==> config.mk <==
export PLATFORM = sky130hd
export DESIGN_NAME = ltd_top
export DESIGN_NICKNAME = d
export VERILOG_FILES = /design/src/include/ltd_pkg.sv /design/src/include/ltd_tbl_if.sv /design/src/design/ltd_wave_mem.sv /design/src/design/ltd_top.sv
export SDC_FILE = /design/constraint.sdc
export NUM_CORES = 1
export LEC_CHECK = 0
export BUFFER_PORTS_ARGS = -buffer_cell sky130_fd_sc_hd__buf_2
export CAP_MARGIN = 5
export CORE_ASPECT_RATIO = 1.2
export CORE_MARGIN = 2
export CORE_UTILIZATION = 25
export DETAILED_ROUTE_END_ITERATION = 10
export PLACE_DENSITY_LB_ADDON = 0.08
export SLEW_MARGIN = 20
export SYNTH_ARGS = -nofsm -noshare
export SYNTH_HDL_FRONTEND = slang
export SYNTH_SLANG_ARGS = --single-unit
==> constraint.sdc <==
create_clock -name clk -period 18.4 [get_ports clk]
set_input_delay 0 -clock clk [delete_from_list [all_inputs] [get_ports clk]]
set_output_delay 0 -clock clk [all_outputs]
set_load 0.02 [all_outputs]
==> src/include/ltd_pkg.sv <==
package ltd_pkg;
   // Register word indices; byte address is four times the index
   localparam logic [7:0] IDX_TX_CONFIG_A = 8'h02;
   localparam logic [7:0] IDX_TX_CONFIG_B = 8'h03;
   localparam logic [7:0] IDX_TERM_SEL = 8'h1a;
   localparam logic [7:0] IDX_MODE_CTRL = 8'h30;
   localparam logic [7:0] IDX_WAVE_ADDR = 8'h31;
   localparam logic [7:0] IDX_WAVE_DATA = 8'h32;
   localparam logic [7:0] IDX_STATUS = 8'h33;

   // transmit_config_a fields
   localparam int TXA_POWER_DOWN_BIT = 7;
   localparam int TXA_PULSE_LSB = 0;
   localparam logic [7:0] TXA_RESET = 8'h00;
   // transmit_config_b fields
   localparam int TXB_TRISTATE_BIT = 7;
   localparam int TXB_SCALE_LSB = 0;
   localparam logic [7:0] TXB_RESET = 8'h36;
   // line_termination_select fields
   localparam int TERM_TX_LSB = 3;
   localparam int TERM_RX_LSB = 0;
   localparam int TERM_EXT_BIT = 2;
   localparam logic [7:0] TERM_RESET = 8'h00;
   // mode_ctrl fields
   localparam int MODE_LOOPBACK_BIT = 0;
   localparam int MODE_INT_PATTERN_BIT = 1;
   localparam int MODE_SOFT_RESET_BIT = 2;
   localparam int MODE_RELEASE_BIT = 3;
   localparam logic [7:0] MODE_RESET = 8'h00;
   // Amplitude scaling: unity at 54, 2 % per step
   localparam logic [5:0] SCALE_OFFSET = 6'h04;
   localparam logic [11:0] SCALE_DIVISOR = 12'h032;
   localparam logic [3:0] PULSE_T1_LONGEST = 4'h6;

   localparam logic [1:0] RESP_OKAY = 2'h0;
   localparam logic [1:0] RESP_SLVERR = 2'h2;

   // Reset contents of the waveform table: address = {unit interval, sample}
   function automatic logic [6:0] waveInit(input logic [5:0] addr);
      logic [6:0] v;
      v = 7'h00;
      if (addr[5:4] == 2'h0) begin
         case (addr[3:0])
            4'h0: v = 7'h20;
            4'h1: v = 7'h3f;
            4'h2: v = 7'h38;
            4'h3: v = 7'h33;
            4'h4: v = 7'h2f;
            4'h5: v = 7'h2e;
            4'h6: v = 7'h2d;
            4'h7: v = 7'h2c;
            4'h8: v = 7'h29;
            4'h9: v = 7'h5f;
            4'ha: v = 7'h5e;
            4'hb: v = 7'h57;
            4'hc: v = 7'h4f;
            4'hd: v = 7'h49;
            4'he: v = 7'h47;
            default: v = 7'h44;
         endcase
      end else if (addr[5:4] == 2'h1) begin
         case (addr[3:0])
            4'h0: v = 7'h43;
            4'h1: v = 7'h42;
            4'h2: v = 7'h41;
            default: v = 7'h00;
         endcase
      end
      return v;
   endfunction : waveInit
endpackage : ltd_pkg

==> src/include/ltd_tbl_if.sv <==
`timescale 1ns/100ps
interface ltd_tbl_if;
   logic wrEn;
   logic [5:0] wrAddr;
   logic [6:0] wrData;
   logic [5:0] rdAddrA;
   logic [6:0] rdDataA;
   logic [5:0] rdAddrB;
   logic [6:0] rdDataB;
   modport mem (input wrEn, input wrAddr, input wrData, input rdAddrA, input rdAddrB,
      output rdDataA, output rdDataB);
   modport user (output wrEn, output wrAddr, output wrData, output rdAddrA, output rdAddrB,
      input rdDataA, input rdDataB);
endinterface : ltd_tbl_if

==> src/design/ltd_wave_mem.sv <==
`timescale 1ns/100ps
module ltd_wave_mem (
   input wire logic clk,
   input wire logic sys_rst,
   ltd_tbl_if.mem tbl
);
   logic [6:0] mem_r [0:63];

   // Table comes up holding the longest T1 band template
   always_ff @(posedge clk or posedge sys_rst) begin
      if (sys_rst) begin
         for (int i = 0; i < 64; i++) begin
            mem_r[i] <= ltd_pkg::waveInit(6'(i)); // RQ12
         end
      end else if (tbl.wrEn) begin
         mem_r[tbl.wrAddr] <= tbl.wrData;
      end
   end

   always_ff @(posedge clk or posedge sys_rst) begin
      if (sys_rst) begin
         tbl.rdDataA <= 7'h00;
         tbl.rdDataB <= 7'h00;
      end else begin
         tbl.rdDataA <= mem_r[tbl.rdAddrA];
         tbl.rdDataB <= mem_r[tbl.rdAddrB];
      end
   end
endmodule : ltd_wave_mem

==> src/design/ltd_top.sv <==
// Overview of operation
// RQ1: Transmit termination bit2 low selects internal ohms
// RQ2: Software avoids external transmit matching in T1/J1
// RQ3: Tristate pin or channel bit floats transmit pair
// RQ4: Master clock loss floats the transmit pair
// RQ5: Transmit clock loss floats, except loopback/pattern
// RQ6: Any reset leaves the transmit pair floating
// RQ7: Power-down bit stops path and floats pair
// RQ8: Receive termination bit2 low selects internal ohms
// RQ9: Software sets pulse template code per cable
// RQ10: Software sets transmit termination code per cable
// RQ11: Software sets receive termination code per cable
// RQ12: Hold 64-entry 7-bit longest-T1 pulse template
// RQ13: Six-bit scale, default 110110, 2% per step
// RQ14: Driver enabled only when no float cause active
//
// The implementer's own choice: the AXI4-Lite interface to the registers.
`timescale 1ns/100ps
module ltd_top (
   input wire logic clk,
   input wire logic sys_rst,
   input wire logic [31:0] s_axi_awaddr,
   input wire logic s_axi_awvalid,
   output logic s_axi_awready,
   input wire logic [31:0] s_axi_wdata,
   input wire logic [3:0] s_axi_wstrb,
   input wire logic s_axi_wvalid,
   output logic s_axi_wready,
   output logic [1:0] s_axi_bresp,
   output logic s_axi_bvalid,
   input wire logic s_axi_bready,
   input wire logic [31:0] s_axi_araddr,
   input wire logic s_axi_arvalid,
   output logic s_axi_arready,
   output logic [31:0] s_axi_rdata,
   output logic [1:0] s_axi_rresp,
   output logic s_axi_rvalid,
   input wire logic s_axi_rready,
   input wire logic tx_tristate,
   input wire logic masterClockLost,
   input wire logic txClockLost,
   input wire logic txDataPos,
   input wire logic txDataNeg,
   output logic tx_line_pos_o,
   output logic tx_line_pos_oe,
   output logic tx_line_neg_o,
   output logic tx_line_neg_oe,
   output logic txTermInternal_r,
   output logic [1:0] txTermOhms_r,
   output logic rxTermInternal_r,
   output logic [1:0] rxTermOhms_r,
   output logic txPathPowerDown_r,
   output logic [3:0] pulse_template_sel_r,
   output logic [6:0] waveSample_r
);
   logic [7:0] txConfigA_r;
   logic [7:0] txConfigB_r;
   logic [7:0] termSel_r;
   logic [7:0] modeCtrl_r;
   logic [5:0] waveAddr_r;
   logic resetHold_r;
   logic awHeld_r;
   logic wHeld_r;
   logic [7:0] awIdx_r;
   logic [7:0] wData_r;
   logic wLane_r;
   logic [5:0] playAddr_r;
   logic [7:0] rdIdx;
   logic [7:0] rdVal;
   logic doWrite;
   logic softReset;
   logic floatCause;
   logic [11:0] scaledMag;
   logic [5:0] scaleStep;

   ltd_tbl_if tbl ();

   ltd_wave_mem u_mem (
      .clk(clk),
      .sys_rst(sys_rst),
      .tbl(tbl.mem)
   );

   function automatic logic isMapped(input logic [7:0] idx);
      return idx == ltd_pkg::IDX_TX_CONFIG_A || idx == ltd_pkg::IDX_TX_CONFIG_B ||
         idx == ltd_pkg::IDX_TERM_SEL || idx == ltd_pkg::IDX_MODE_CTRL ||
         idx == ltd_pkg::IDX_WAVE_ADDR || idx == ltd_pkg::IDX_WAVE_DATA ||
         idx == ltd_pkg::IDX_STATUS;
   endfunction : isMapped

   // Write channel: address and data captured in either order
   always_ff @(posedge clk or posedge sys_rst) begin
      if (sys_rst) begin
         awHeld_r <= 1'b0;
         wHeld_r <= 1'b0;
         awIdx_r <= 8'h00;
         wData_r <= 8'h00;
         wLane_r <= 1'b0;
         s_axi_bvalid <= 1'b0;
         s_axi_bresp <= ltd_pkg::RESP_OKAY;
         s_axi_awready <= 1'b1;
         s_axi_wready <= 1'b1;
      end else begin
         // Ready flops track !held && !bvalid: low from capture to the response handshake
         if (s_axi_awvalid && s_axi_awready) begin
            awHeld_r <= 1'b1;
            awIdx_r <= s_axi_awaddr[9:2];
            s_axi_awready <= 1'b0;
         end
         if (s_axi_wvalid && s_axi_wready) begin
            wHeld_r <= 1'b1;
            wData_r <= s_axi_wdata[7:0];
            wLane_r <= s_axi_wstrb[0];
            s_axi_wready <= 1'b0;
         end
         if (doWrite) begin
            awHeld_r <= 1'b0;
            wHeld_r <= 1'b0;
            s_axi_bvalid <= 1'b1;
            s_axi_bresp <= isMapped(awIdx_r) ? ltd_pkg::RESP_OKAY : ltd_pkg::RESP_SLVERR;
         end else if (s_axi_bvalid && s_axi_bready) begin
            s_axi_bvalid <= 1'b0;
            s_axi_awready <= 1'b1;
            s_axi_wready <= 1'b1;
         end
      end
   end

   assign doWrite = awHeld_r && wHeld_r && !s_axi_bvalid;
   assign softReset = doWrite && wLane_r && awIdx_r == ltd_pkg::IDX_MODE_CTRL &&
      wData_r[ltd_pkg::MODE_SOFT_RESET_BIT];

   // Configuration registers; a soft reset restores their reset values
   always_ff @(posedge clk or posedge sys_rst) begin
      if (sys_rst) begin
         txConfigA_r <= ltd_pkg::TXA_RESET;
         txConfigB_r <= ltd_pkg::TXB_RESET; // RQ13
         termSel_r <= ltd_pkg::TERM_RESET;
         modeCtrl_r <= ltd_pkg::MODE_RESET;
         waveAddr_r <= 6'h00;
      end else if (softReset) begin
         txConfigA_r <= ltd_pkg::TXA_RESET;
         txConfigB_r <= ltd_pkg::TXB_RESET; // RQ13
         termSel_r <= ltd_pkg::TERM_RESET;
         modeCtrl_r <= ltd_pkg::MODE_RESET;
         waveAddr_r <= 6'h00;
      end else if (doWrite && wLane_r) begin
         case (awIdx_r)
            ltd_pkg::IDX_TX_CONFIG_A: txConfigA_r <= wData_r;
            ltd_pkg::IDX_TX_CONFIG_B: txConfigB_r <= wData_r;
            ltd_pkg::IDX_TERM_SEL: termSel_r <= {2'h0, wData_r[5:0]};
            ltd_pkg::IDX_MODE_CTRL: modeCtrl_r <= {6'h00, wData_r[1:0]};
            ltd_pkg::IDX_WAVE_ADDR: waveAddr_r <= wData_r[5:0];
            default: ;
         endcase
      end
   end

   assign tbl.wrEn = doWrite && wLane_r && awIdx_r == ltd_pkg::IDX_WAVE_DATA;
   assign tbl.wrAddr = waveAddr_r;
   assign tbl.wrData = wData_r[6:0];
   assign tbl.rdAddrA = waveAddr_r;
   assign tbl.rdAddrB = playAddr_r;

   // Driver stays floating after any reset until software releases it
   always_ff @(posedge clk or posedge sys_rst) begin
      if (sys_rst) begin
         resetHold_r <= 1'b1; // RQ6
      end else if (softReset) begin
         resetHold_r <= 1'b1; // RQ6
      end else if (doWrite && wLane_r && awIdx_r == ltd_pkg::IDX_MODE_CTRL &&
         wData_r[ltd_pkg::MODE_RELEASE_BIT]) begin
         resetHold_r <= 1'b0;
      end
   end

   // Read channel: one request at a time, data registered
   assign rdIdx = s_axi_araddr[9:2];
   always_comb begin
      case (rdIdx)
         ltd_pkg::IDX_TX_CONFIG_A: rdVal = txConfigA_r;
         ltd_pkg::IDX_TX_CONFIG_B: rdVal = txConfigB_r;
         ltd_pkg::IDX_TERM_SEL: rdVal = termSel_r;
         ltd_pkg::IDX_MODE_CTRL: rdVal = modeCtrl_r;
         ltd_pkg::IDX_WAVE_ADDR: rdVal = {2'h0, waveAddr_r};
         ltd_pkg::IDX_WAVE_DATA: rdVal = {1'b0, tbl.rdDataA};
         ltd_pkg::IDX_STATUS: rdVal = {3'h0, resetHold_r, masterClockLost, txClockLost,
            txTermInternal_r, tx_line_pos_oe};
         default: rdVal = 8'h00;
      endcase
   end

   always_ff @(posedge clk or posedge sys_rst) begin
      if (sys_rst) begin
         s_axi_rvalid <= 1'b0;
         s_axi_rdata <= 32'h00000000;
         s_axi_rresp <= ltd_pkg::RESP_OKAY;
         s_axi_arready <= 1'b1;
      end else if (s_axi_arvalid && s_axi_arready) begin
         s_axi_rvalid <= 1'b1;
         s_axi_rdata <= {24'h000000, rdVal};
         s_axi_rresp <= isMapped(rdIdx) ? ltd_pkg::RESP_OKAY : ltd_pkg::RESP_SLVERR;
         s_axi_arready <= 1'b0;
      end else if (s_axi_rvalid && s_axi_rready) begin
         s_axi_rvalid <= 1'b0;
         s_axi_arready <= 1'b1;
      end
   end

   // Any single cause floats the pair
   assign floatCause = tx_tristate || txConfigB_r[ltd_pkg::TXB_TRISTATE_BIT] || // RQ3
      masterClockLost || // RQ4
      (txClockLost && !modeCtrl_r[ltd_pkg::MODE_LOOPBACK_BIT] &&
      !modeCtrl_r[ltd_pkg::MODE_INT_PATTERN_BIT]) || // RQ5
      txConfigA_r[ltd_pkg::TXA_POWER_DOWN_BIT] || // RQ7
      resetHold_r || softReset; // RQ14

   // Line pins; data keeps flowing while floated, except under power-down, which forces both data pins low
   always_ff @(posedge clk or posedge sys_rst) begin
      if (sys_rst) begin
         tx_line_pos_oe <= 1'b0; // RQ6
         tx_line_neg_oe <= 1'b0;
         tx_line_pos_o <= 1'b0;
         tx_line_neg_o <= 1'b0;
      end else begin
         tx_line_pos_oe <= !floatCause; // RQ14
         tx_line_neg_oe <= !floatCause; // RQ14
         tx_line_pos_o <= txDataPos && !txConfigA_r[ltd_pkg::TXA_POWER_DOWN_BIT]; // RQ7
         tx_line_neg_o <= txDataNeg && !txConfigA_r[ltd_pkg::TXA_POWER_DOWN_BIT];
      end
   end

   // Termination and template controls
   always_ff @(posedge clk or posedge sys_rst) begin
      if (sys_rst) begin
         txTermInternal_r <= 1'b1;
         txTermOhms_r <= 2'h0;
         rxTermInternal_r <= 1'b1;
         rxTermOhms_r <= 2'h0;
         txPathPowerDown_r <= 1'b0;
         pulse_template_sel_r <= 4'h0;
      end else begin
         txTermInternal_r <= !termSel_r[ltd_pkg::TERM_TX_LSB + ltd_pkg::TERM_EXT_BIT]; // RQ1
         txTermOhms_r <= termSel_r[ltd_pkg::TERM_TX_LSB +: 2]; // RQ1
         rxTermInternal_r <= !termSel_r[ltd_pkg::TERM_RX_LSB + ltd_pkg::TERM_EXT_BIT]; // RQ8
         rxTermOhms_r <= termSel_r[ltd_pkg::TERM_RX_LSB +: 2]; // RQ8
         txPathPowerDown_r <= txConfigA_r[ltd_pkg::TXA_POWER_DOWN_BIT]; // RQ7
         pulse_template_sel_r <= txConfigA_r[ltd_pkg::TXA_PULSE_LSB +: 4];
      end
   end

   // Template playback with amplitude scaling: gain = (scale - 4) / 50
   assign scaleStep = (txConfigB_r[5:0] > ltd_pkg::SCALE_OFFSET) ?
      6'(txConfigB_r[5:0] - ltd_pkg::SCALE_OFFSET) : 6'h00;
   assign scaledMag = 12'({6'h00, tbl.rdDataB[5:0]} * {6'h00, scaleStep}) / ltd_pkg::SCALE_DIVISOR; // RQ13

   always_ff @(posedge clk or posedge sys_rst) begin
      if (sys_rst) begin
         playAddr_r <= 6'h00;
         waveSample_r <= 7'h00;
      end else begin
         if (!txConfigA_r[ltd_pkg::TXA_POWER_DOWN_BIT] &&
            txConfigA_r[ltd_pkg::TXA_PULSE_LSB +: 4] == ltd_pkg::PULSE_T1_LONGEST) begin
            playAddr_r <= 6'(playAddr_r + 6'h01); // RQ12
         end else begin
            playAddr_r <= 6'h00;
         end
         waveSample_r <= {tbl.rdDataB[6], (scaledMag > 12'h03f) ? 6'h3f : scaledMag[5:0]}; // RQ13
      end
   end
endmodule : ltd_top

* Word-level counts from Yosys, hierarchy flattened
Index checks and enable logic that the tools add are counted.
Storage, ports and cells: output and inout bits 63, input bits 112, bits in registers 564
Operators by class: add/sub/neg operators 2, bitwise operators 2, equal/unequal tests 15, reduce and logical (&&, ||, !) cells 59, muxes and demuxes 48, magnitude comparators 5, divide/modulo/power cells 1, multipliers 1
Operator list (count):
- 448-bit bitwise mux | 1
- 8-bit two-way mux | 12
- 7-bit binary-select mux with 6-bit select | 2
- 8-bit by 6-bit equality test with 1-bit output, second input constant | 8
- 8-bit one-hot mux with 7 select lines | 1
- 7-bit demux with 6-bit select | 1
- 6-bit two-way mux | 6
- 7-bit two-way mux | 5
- 8-bit by 2-bit equality test with 1-bit output, second input constant | 4
- 2-bit nonzero test | 11
- 1-bit logical AND | 18
- 1-bit logical OR | 18
- 1-bit two-way mux | 18
- 8-bit by 5-bit equality test with 1-bit output, second input constant | 2
- 7-bit greater-or-equal comparator, second input constant | 2
- 6-bit NOT with 7-bit output | 2
- 12-bit by 6-bit divider with 12-bit output, second input constant | 1
- 12-bit by 6-bit > comparator with 1-bit output, second input constant | 1
- 6-bit by 6-bit multiplier with 12-bit output | 1
- 2-bit AND reduction | 5
- 1-bit logical NOT | 7
- 7-bit by 1-bit less-than comparator with 1-bit output, second input constant | 1
- 6-bit by 1-bit adder with 6-bit output, second input constant | 1
- 6-bit by 3-bit > comparator with 1-bit output, second input constant | 1
- other kinds (3) | 4

* Depth between registers and ports, before layout
Gate-level depths: netlist (run 1).
word-level depth 8, gate-level depth with buffers 33, mapped depth without buffers 30

* Cells and area by module
A second synthesis (run 1) with hierarchy kept.
Second synthesis, totals: cells, all modules 2293, area total of the unflattened synthesis 31575.3 sq um
By module, submodules not included:
- ltd_wave_mem | seq. area each 11648.7 sq um, cells each 1590, times used 1, area each 24826.3 sq um
- ltd_top | seq. area each 2314.7 sq um, cells each 703, times used 1, area each 6749.0 sq um

* Worst setup path after synthesis (run 1)
No wires, ideal clock.
path kind register to register, start point register txConfigB_r[2], end point register waveSample_r[0], path slack 11038 ps, setup time 132 ps, cell stages (with the launch flop) 34, period minus slack after synthesis 7362 ps, data arrival time 7230 ps, path buffers 5, cell sequence dfstp_2 inv_1 ha_1 a21oi_1 or3_1 clkbuf_1 clkbuf_1 and3_1 fa_1 inv_1 fa_1 fa_1 inv_1 ha_1 buf_2 a211oi_1 nor3_1 mux2_2 and2_1 buf_2 or2_1 clkbuf_1 a21bo_2 a211oi_1 nor3_1 or2_1 nor2_2 xnor2_2 a2111oi_1 or3_4 xnor2_2 mux2_1 o211ai_1 a32oi_1
Between the ends: word-level cells in the longest chain between the ends 6, elaborated cells on any way between the ends 7, classes of those cells 1 x add/sub; 1 x mul; 1 x div; 2 x order compare; 2 x mux
RTL lines:
- start: declaration | RTL line ltd_top.sv:57 | logic [7:0] txConfigB_r;
- start signal: assignment | RTL line ltd_top.sv:137 | txConfigB_r <= ltd_pkg::TXB_RESET;
- start signal: assignment | RTL line ltd_top.sv:143 | txConfigB_r <= ltd_pkg::TXB_RESET;
- start signal: assignment | RTL line ltd_top.sv:150 | ltd_pkg::IDX_TX_CONFIG_B: txConfigB_r <= wData_r;
- 6-bit by 3-bit subtractor with 6-bit output or 6-bit by 3-bit > comparator with 1-bit output (tied branches) | RTL line ltd_top.sv:254, ltd_top.sv:253
- 6-bit two-way mux * | RTL line ltd_top.sv:253 | assign scaleStep = (txConfigB_r[5:0] > ltd_pkg::SCALE_OFFSET) ?
- 6-bit by 6-bit multiplier with 12-bit output * | RTL line ltd_top.sv:255 | assign scaledMag = 12'({6'h00, tbl.rdDataB[5:0]} * {6'h00, scaleStep}) / ltd_pkg::SCALE_DIVISOR;
- 12-bit by 6-bit divider with 12-bit output * | RTL line ltd_top.sv:255
- 12-bit by 6-bit > comparator with 1-bit output | RTL line ltd_top.sv:268 | waveSample_r <= {tbl.rdDataB[6], (scaledMag > 12'h03f) ? 6'h3f : scaledMag[5:0]};
- 6-bit two-way mux * | RTL line ltd_top.sv:268
- end signal: assignment | RTL line ltd_top.sv:268
- end: declaration | RTL line ltd_top.sv:54 | output logic [6:0] waveSample_r
Mark *: on every way between the ends. The rest lies on a longest branch, timed or not. A chain may end at the register's enable or synchronous reset.

* Worst setup path after layout (run 1)
Same ends and word-level chain as after synthesis.

==> key figures, run 1 <==
Floorplan
  • Core box area: 0.1181 sq mm
  • Die Span Y: 382.0 microns
  • I/O pins: 175
  • Chip width: 319.0 microns
  • Initial core utilization: 0.2520
  • DIE AREA: 0.1218 sq mm
  • Row cnt: 138

Critical path
  • Startpoint types: register
  • Data arrival, critical path: 8.91 ns
  • CP bufs+invs: 3
  • Worst Path Required: 18.89 ns
  • Critical path's top delay family: compound AO/OA/AOI/OAI gates
  • Worst path slowest cell: dfstp_2
  • CP max stage delay: 0.59 ns
  • Worst Path Max Fanout: 7
  • Crit. End Element: register
  • Worst Setup Path Type: reg -> reg

Logic synthesis
  • Synth Register Bits: 554
  • Post-synth ARST share: 1.000
  • Multiplexer share of the synthesized area: 0.2500
  • Xor and xnor area share after synthesis: 0.006391
  • Yosys cell types: 88
  • Largest family of logic cells by synthesized area: multiplexers
  • Synth Warn #: 0
  • Post-Synth Adder-Cell Area: 0.02111
  • Top cell type by total area after synthesis: dfrtp_1
  • Register area share after synthesis: 0.4692
  • Main flop type after synthesis: dfrtp_1
  • EDFF count, synth: 0
  • Post-synthesis compound-gate area fraction: 0.1403
  • Yosys top cell area share: 0.3986
  • Synth area leaders: dfrtp_1 40%, mux2_2 16%, dfstp_2 7.1%
  • Synth Area in Simple Gates: 0.07749
  • Cells after Synth: 2560
  • Avg Inst Size Synth: 11.62 sq um
  • Mapped Area: 0.02976 sq mm

STA
  • Fin crit share: 0.4574
  • Final setup fails: 0
  • Sum Neg Setup Slack: 0 ns
  • Setup ws final: 9.983 ns
  • Final Hold Violating Endpoints: 0
  • Least-Margin Pin Slew: 1.138 ns
  • Clk_skew: 0.02885 ns
  • Fmax: 118.8 MHz
  • Worst rel slew slack: 0.2412
  • Max-slew violation count: 0
  • Min Clock Period, post-route: 8.417 ns
  • RSZ-0062 raised after global routing: false

Clocking
  • Root buffer cell: clkbuf_16
  • CTS tree: built
  • CTS clk-pin slew, worst paths: 0.07 ns
  • Post-CTS setup buffers: 0
  • Post-CTS sizing: 0
  • Hold_buf cts: 33
  • TritonCTS Buffers: 71
  • Clock tree buffer depth: 3
  • Clk_lat worst skew: 0.63 ns
  • Clk sink count: 554
  • CTS H-tree depth: 3

Final layout
  • Non-filler cells, final: 4201
  • Most frequent cells in the layout: 465 x dfrtp_1, 432 x mux2_2, 260 x a22oi_1
  • Design Area, Final: 0.03442 sq mm
  • Layout cell share with drive strength beyond 1: 0.3269
  • Nets: 2754
  • Layout area overhead: 15.67%
  • Most common cell after layout, fill and taps aside: dfrtp_1

Min path
  • Hold WC Path Type: in -> async

Detailed routing
  • WL final: 117700 microns
  • DR DRC count: 0
  • Total number of vias: 22230
  • Routed length per instance: 28.01 microns
  • ANT nets after route: 0
  • Drt initial violations: 1732
  • Detailed Routing Iterations Pass 1: 8
  • Via-to-Cell Ratio: 5.291

Place
  • PortBufs: 73
  • Place WS: 10.05 ns
  • GPL Wtd Cong: 0.8014
  • Detailed placement HPWL: 73140 microns
  • Post-DP Area: 0.03178 sq mm
  • Post-Place Cells: 4036

Global routing
  • First-pass GRT wire length: 170300 microns
  • Total Routing Usage GR: 0.1906
  • Largest net degree at the start of global routing: 102
  • Initial antenna violation count: 3
  • Vias in the first global route: 23160
  • Total congestion overflow: 0

Status
  • Status: completed

Pwr
  • PD cells: 90.92 mW/mm^2
  • Leak pwr: 14.81 nW
  • Peak supply drop: 83.82 uV

Flow run
  • Max Cap Viol: 0
-- worst paths after layout --
check / startpoint / to / slack, ns / cells past startpoint
max reg2reg: txConfigB_r[2]$_DFFE_PP1P_ / waveSample_r[0]$_DFF_PP0_ / 9.98 / 27
max: txConfigB_r[2]$_DFFE_PP1P_ / waveSample_r[0]$_DFF_PP0_ / 9.98 / 27
min in group clk: s_axi_araddr[2] / s_axi_rdata[0]$_DFFE_PP0P_ / 0.06 / 6
max in group asynchronous: sys_rst / playAddr_r[0]$_DFF_PP0_ / 15.12 / 6
min: sys_rst / waveSample_r[2]$_DFF_PP0_ / 0.05 / 3
min reg2reg: u_mem.tbl.rdDataB[6]$_DFF_PP0_ / waveSample_r[6]$_DFF_PP0_ / 0.35 / 0
-- final cells by class --
cell class | instances | area [sq um]
fill | 12140 | 83680
inverter | 37 | 146.4
antenna | 3 | 7.507
multi-input combinational | 1781 | 14950
timing repair buffer | 157 | 1120
tap | 1540 | 1927
sequential | 554 | 13980
clock inverter | 19 | 191.4
clock buffer | 110 | 2106
-- synthesized netlist by cell type (4+ instances only) --
cell type / number
o22ai_1: 29
or2_1: 4
and3_1: 17
nand2b_1: 7
a21oi_1: 79
a211oi_1: 11
clkbuf_1: 146
xor2_1: 8
and2_1: 14
mux4_2: 63
a21o_1: 10
o21ai_1: 4
ha_1: 23
a22oi_1: 260
mux2i_1: 113
a31oi_1: 4
nand4_1: 67
nand3_1: 14
xnor2_1: 10
fa_1: 17
mux2_2: 432
a2111oi_0: 4
dfrtp_1: 474
or3_1: 5
dfstp_2: 80
a21oi_2: 4
nor2_1: 69
nor3b_1: 8
nor2b_1: 15
buf_1: 36
nor3_1: 19
buf_4: 27
inv_1: 37
o221ai_1: 30
nand2_1: 212
o21ai_0: 120
a222oi_1: 6
o211ai_1: 6
-- routing by layer --
metal / vias up / GRT usage / part of all wire
li1: 9717 / - / -
met1: 11710 / 0.2468 / 0.43
met2: 633 / 0.3295 / 0.49
met3: 166 / 0.02477 / 0.044
met4: 0 / 0.05887 / 0.029
met5: - / 0 / 0
-- registers in the layout (all words and copies together), names as in the netlist, 2 cells and up --
signal,count
awIdx_r,8
u_mem.mem_r,448
termSel_r,6
txTermOhms_r,2
pulse_template_sel_r,4
u_mem.tbl.rdDataB,7
wData_r,8
u_mem.tbl.rdDataA,7
waveSample_r,7
s_axi_rdata,8
playAddr_r,6
txConfigB_r,8
rxTermOhms_r,2
tbl.rdAddrA,6
txConfigA_r,8
modeCtrl_r,2
-- power breakdown --
part / internal, mW / switching [mW] / leakage, nW
Sequential: 1.26 / 0.0368 / 7.38
Combinational: 0.0847 / 0.348 / 6.30
Clock: 0.830 / 0.566 / 1.13
-- worst register-to-register path: stages (launching register included) --
cell and delay [ns]:
dfstp_2 0.59, inv_1 0.15, ha_1 0.25, o21ai_0 0.56, and2_1 0.24, fa_1 0.46
fa_1 0.56, inv_1 0.06, fa_1 0.53, inv_1 0.05, ha_1 0.39, nand2_1 0.11
o31a_1 0.41, a31o_1 0.26, o211ai_1 0.51, a32o_1 0.35, a21bo_2 0.27, a211oi_1 0.39
mux2_4 0.22, a22oi_1 0.09, nor2_1 0.23, nor2_1 0.12, a2111oi_0 0.48, or3_4 0.24
xnor2_2 0.15, mux2_1 0.36, o211ai_1 0.19, a32oi_1 0.08
-- stage by stage --
stage                 util  hold WS (ns)  power, mW
floorplan                -       0.05826      1.562
global placement    0.2691        0.1843      1.755
detailed placement  0.2691        0.1861      1.760
CTS                 0.2914       0.01768      3.197
global route        0.2914       0.06259      3.273
finish              0.2915       0.05312      3.130
-- cells by family (layout without fill, tap and decap cells) --
kind of cell	after synthesis	count (layout)
AOI/OAI and AO/OA	608	608
xor gates and xnor gates	20	20
adders and majority gates	40	40
buffers and inverters	250	323
DFF	554	554
muxes	610	610
other	1	29
and+or+nand+nor	477	477
(Power assumes the default switching activity.)
==> run 2: changes to the inputs <==
Clock period 18.4 ns to 7.9 ns, I/O delays scaled along.
==> key figures, run 2 (synthesized netlist as in run 1, its figures left out) <==
Status
  • Status: completed (unchanged)

Place
  • Detailed placement HPWL: 73360 microns (was 73140 microns)
  • GPL Wtd Cong: 0.8114 (was 0.8014)
  • PortBufs: 73 (unchanged)
  • Post-Place Cells: 4054 (was 4036)
  • Post-DP Area: 0.03197 sq mm (was 0.03178 sq mm)

STA
  • Sum Neg Setup Slack: 0 ns (unchanged)
  • Min Clock Period, post-route: 7.584 ns (was 8.417 ns)
  • Fin crit share: 0.9600 (was 0.4574)
  • Max-slew violation count: 0 (unchanged)
  • Final setup fails: 0 (unchanged)
  • Final Hold Violating Endpoints: 0 (unchanged)
  • Hold_ws: 0.04013 ns (was 0.05312 ns)
  • Least-Margin Pin Slew: 1.078 ns (was 1.138 ns)
  • Worst rel slew slack: 0.2809 (was 0.2412)
  • Fmax: 131.9 MHz (was 118.8 MHz)
  • Clk_skew: 0.02875 ns (was 0.02885 ns)

Final layout
  • Most frequent cells in the layout: 465 x dfrtp_1, 432 x mux2_2, 259 x a22oi_1 (was 465 x dfrtp_1, 432 x mux2_2, 260 x a22oi_1)
  • Design Area, Final: 0.03488 sq mm (was 0.03442 sq mm)
  • Most common cell after layout, fill and taps aside: dfrtp_1 (unchanged)
  • Nets: 2785 (was 2754)
  • Layout cell share with drive strength beyond 1: 0.3467 (was 0.3269)
  • Max reg flops: 448 (unchanged)
  • Fin util: 0.2953 (was 0.2915)
  • Most flop-heavy register: u_mem.mem_r (unchanged)
  • Non-filler cells, final: 4226 (was 4201)
  • Layout area overhead: 17.21% (was 15.67%)

Clocking
  • Clock tree buffer depth: 3 (unchanged)
  • Root buffer cell: clkbuf_16 (unchanged)
  • Clk sink count: 554 (unchanged)
  • Clk_lat worst skew: 0.65 ns (was 0.63 ns)
  • CTS H-tree depth: 3 (unchanged)
  • CTS clk-pin slew, worst paths: 0.06 ns (was 0.07 ns)
  • TritonCTS Buffers: 69 (was 71)
  • CTS tree: built (unchanged)

Critical path
  • Crit. End Element: register (unchanged)
  • Worst Setup Path Type: reg -> reg (unchanged)
  • CP max stage delay: 0.54 ns (was 0.59 ns)
  • Worst reg2reg setup slack: 0.32 ns (was 9.98 ns)
  • R2R depth: 29 (was 27)
  • Startpoint types: register (unchanged)
  • Reg2reg start: txConfigB_r[3]$_DFFE_PP0P_ (was txConfigB_r[2]$_DFFE_PP1P_)
  • Data arrival, critical path: 8.08 ns (was 8.91 ns)
  • Worst Path Required: 8.40 ns (was 18.89 ns)
  • Reg2reg end: waveSample_r[0]$_DFF_PP0_ (unchanged)
  • Worst Path Max Fanout: 12 (was 7)
  • Worst path slowest cell: fa_1 (was dfstp_2)

Global routing
  • Total Routing Usage GR: 0.1931 (was 0.1906)
  • Total congestion overflow: 0 (unchanged)
  • First-pass GRT wire length: 171300 microns (was 170300 microns)
  • Largest net degree at the start of global routing: 134 (was 102)
  • Initial antenna violation count: 1 (was 3)
  • Vias in the first global route: 23090 (was 23160)

Floorplan
  • Initial core utilization: 0.2520 (unchanged)
  • Core box area: 0.1181 sq mm (unchanged)
  • Die Span Y: 382.0 microns (unchanged)
  • DIE AREA: 0.1218 sq mm (unchanged)
  • Row cnt: 138 (unchanged)
  • Chip width: 319.0 microns (unchanged)
  • I/O pins: 175 (unchanged)

Detailed routing
  • Detailed Routing Iterations Pass 1: 5 (was 8)
  • DR DRC count: 0 (unchanged)
  • ANT nets after route: 0 (unchanged)
  • Via-to-Cell Ratio: 5.288 (was 5.291)
  • Total number of vias: 22350 (was 22230)
  • Routed length per instance: 28.23 microns (was 28.01 microns)
  • WL final: 119300 microns (was 117700 microns)
  • Drt initial violations: 1563 (was 1732)

Pwr
  • Peak supply drop: 151.7 uV (was 83.82 uV)
  • PD cells: 206.6 mW/mm^2 (was 90.92 mW/mm^2)
  • Leak pwr: 14.97 nW (was 14.81 nW)

Min path
  • Hold WC Path Type: in -> async (unchanged)

Flow run
  • Max Cap Viol: 0 (unchanged)
[run 2: worst max-delay path by stage]
stage / start / end / slack [ns]
2_1_floorplan: sys_rst / awHeld_r$_DFFE_PP0P_ / 0.43
3_3_place_gp: txConfigB_r[3]$_DFFE_PP0P_ / waveSample_r[0]$_DFF_PP0_ / 0.20
3_5_place_dp: txConfigB_r[3]$_DFFE_PP0P_ / waveSample_r[0]$_DFF_PP0_ / 0.10
4_1_cts: txConfigB_r[3]$_DFFE_PP0P_ / waveSample_r[0]$_DFF_PP0_ / 0.04
5_1_grt: txConfigB_r[2]$_DFFE_PP1P_ / waveSample_r[0]$_DFF_PP0_ / -0.06
6_report: txConfigB_r[3]$_DFFE_PP0P_ / waveSample_r[0]$_DFF_PP0_ / 0.32
[run 2: stage by stage]
stage	worst slack [ns]	total power [mW]
6_report	0.3163	7.207
3_5_place_dp	0.1046	4.113
2_1_floorplan	0.4255	3.639
4_1_cts	0.04325	7.337
5_1_grt	-0.05660	7.526
3_3_place_gp	0.1990	4.101
[run 2: timing repair]
item                                    4_1_cts  5_1_grt
endpoints found under the hold margin        67        0
buffers inserted                              0       13
endpoints found under the setup margin        0        2
resized for setup                             0       53
hold buffers                                 35        0
[run 2: cell type report]
class,instances,area [sq um]
Inverter,37,142.6
Sequential cell,554,13980
Fill cell,12100,83220
Timing Repair Buffer,190,1431
Clock buffer,104,1968
Clock inverter,19,215.2
Antenna cell,1,2.502
Multi-Input combinational cell,1781,15210
Tap cell,1540,1927
[run 2: where the power goes]
| part | internal (mW) | switching (mW) |
|---|---|---|
| registers | 2.94 | 0.143 |
| clock network | 1.80 | 1.34 |
| logic | 0.221 | 0.759 |
| total | 4.96 | 2.24 |
[run 2: critical path: cells and delay by family (launching register included)]
| kind | cells | cell delay [ns] |
|---|---|---|
| simple gates | 7 | 1.55 |
| mux | 2 | 0.42 |
| compound gates | 9 | 2.20 |
| fa+ha+maj | 5 | 2.08 |
| flops | 1 | 0.43 |
| buf+inv | 4 | 0.36 |
| xor+xnor | 2 | 0.40 |
[run 2: metal layers]
metal  vias up  wire, microns  track usage
met5         -             16            0
met1     11750          50140       0.2394
met4         2           4001      0.07206
li1       9783              -            -
met2       622          60510       0.3424
met3       193           4612      0.02275
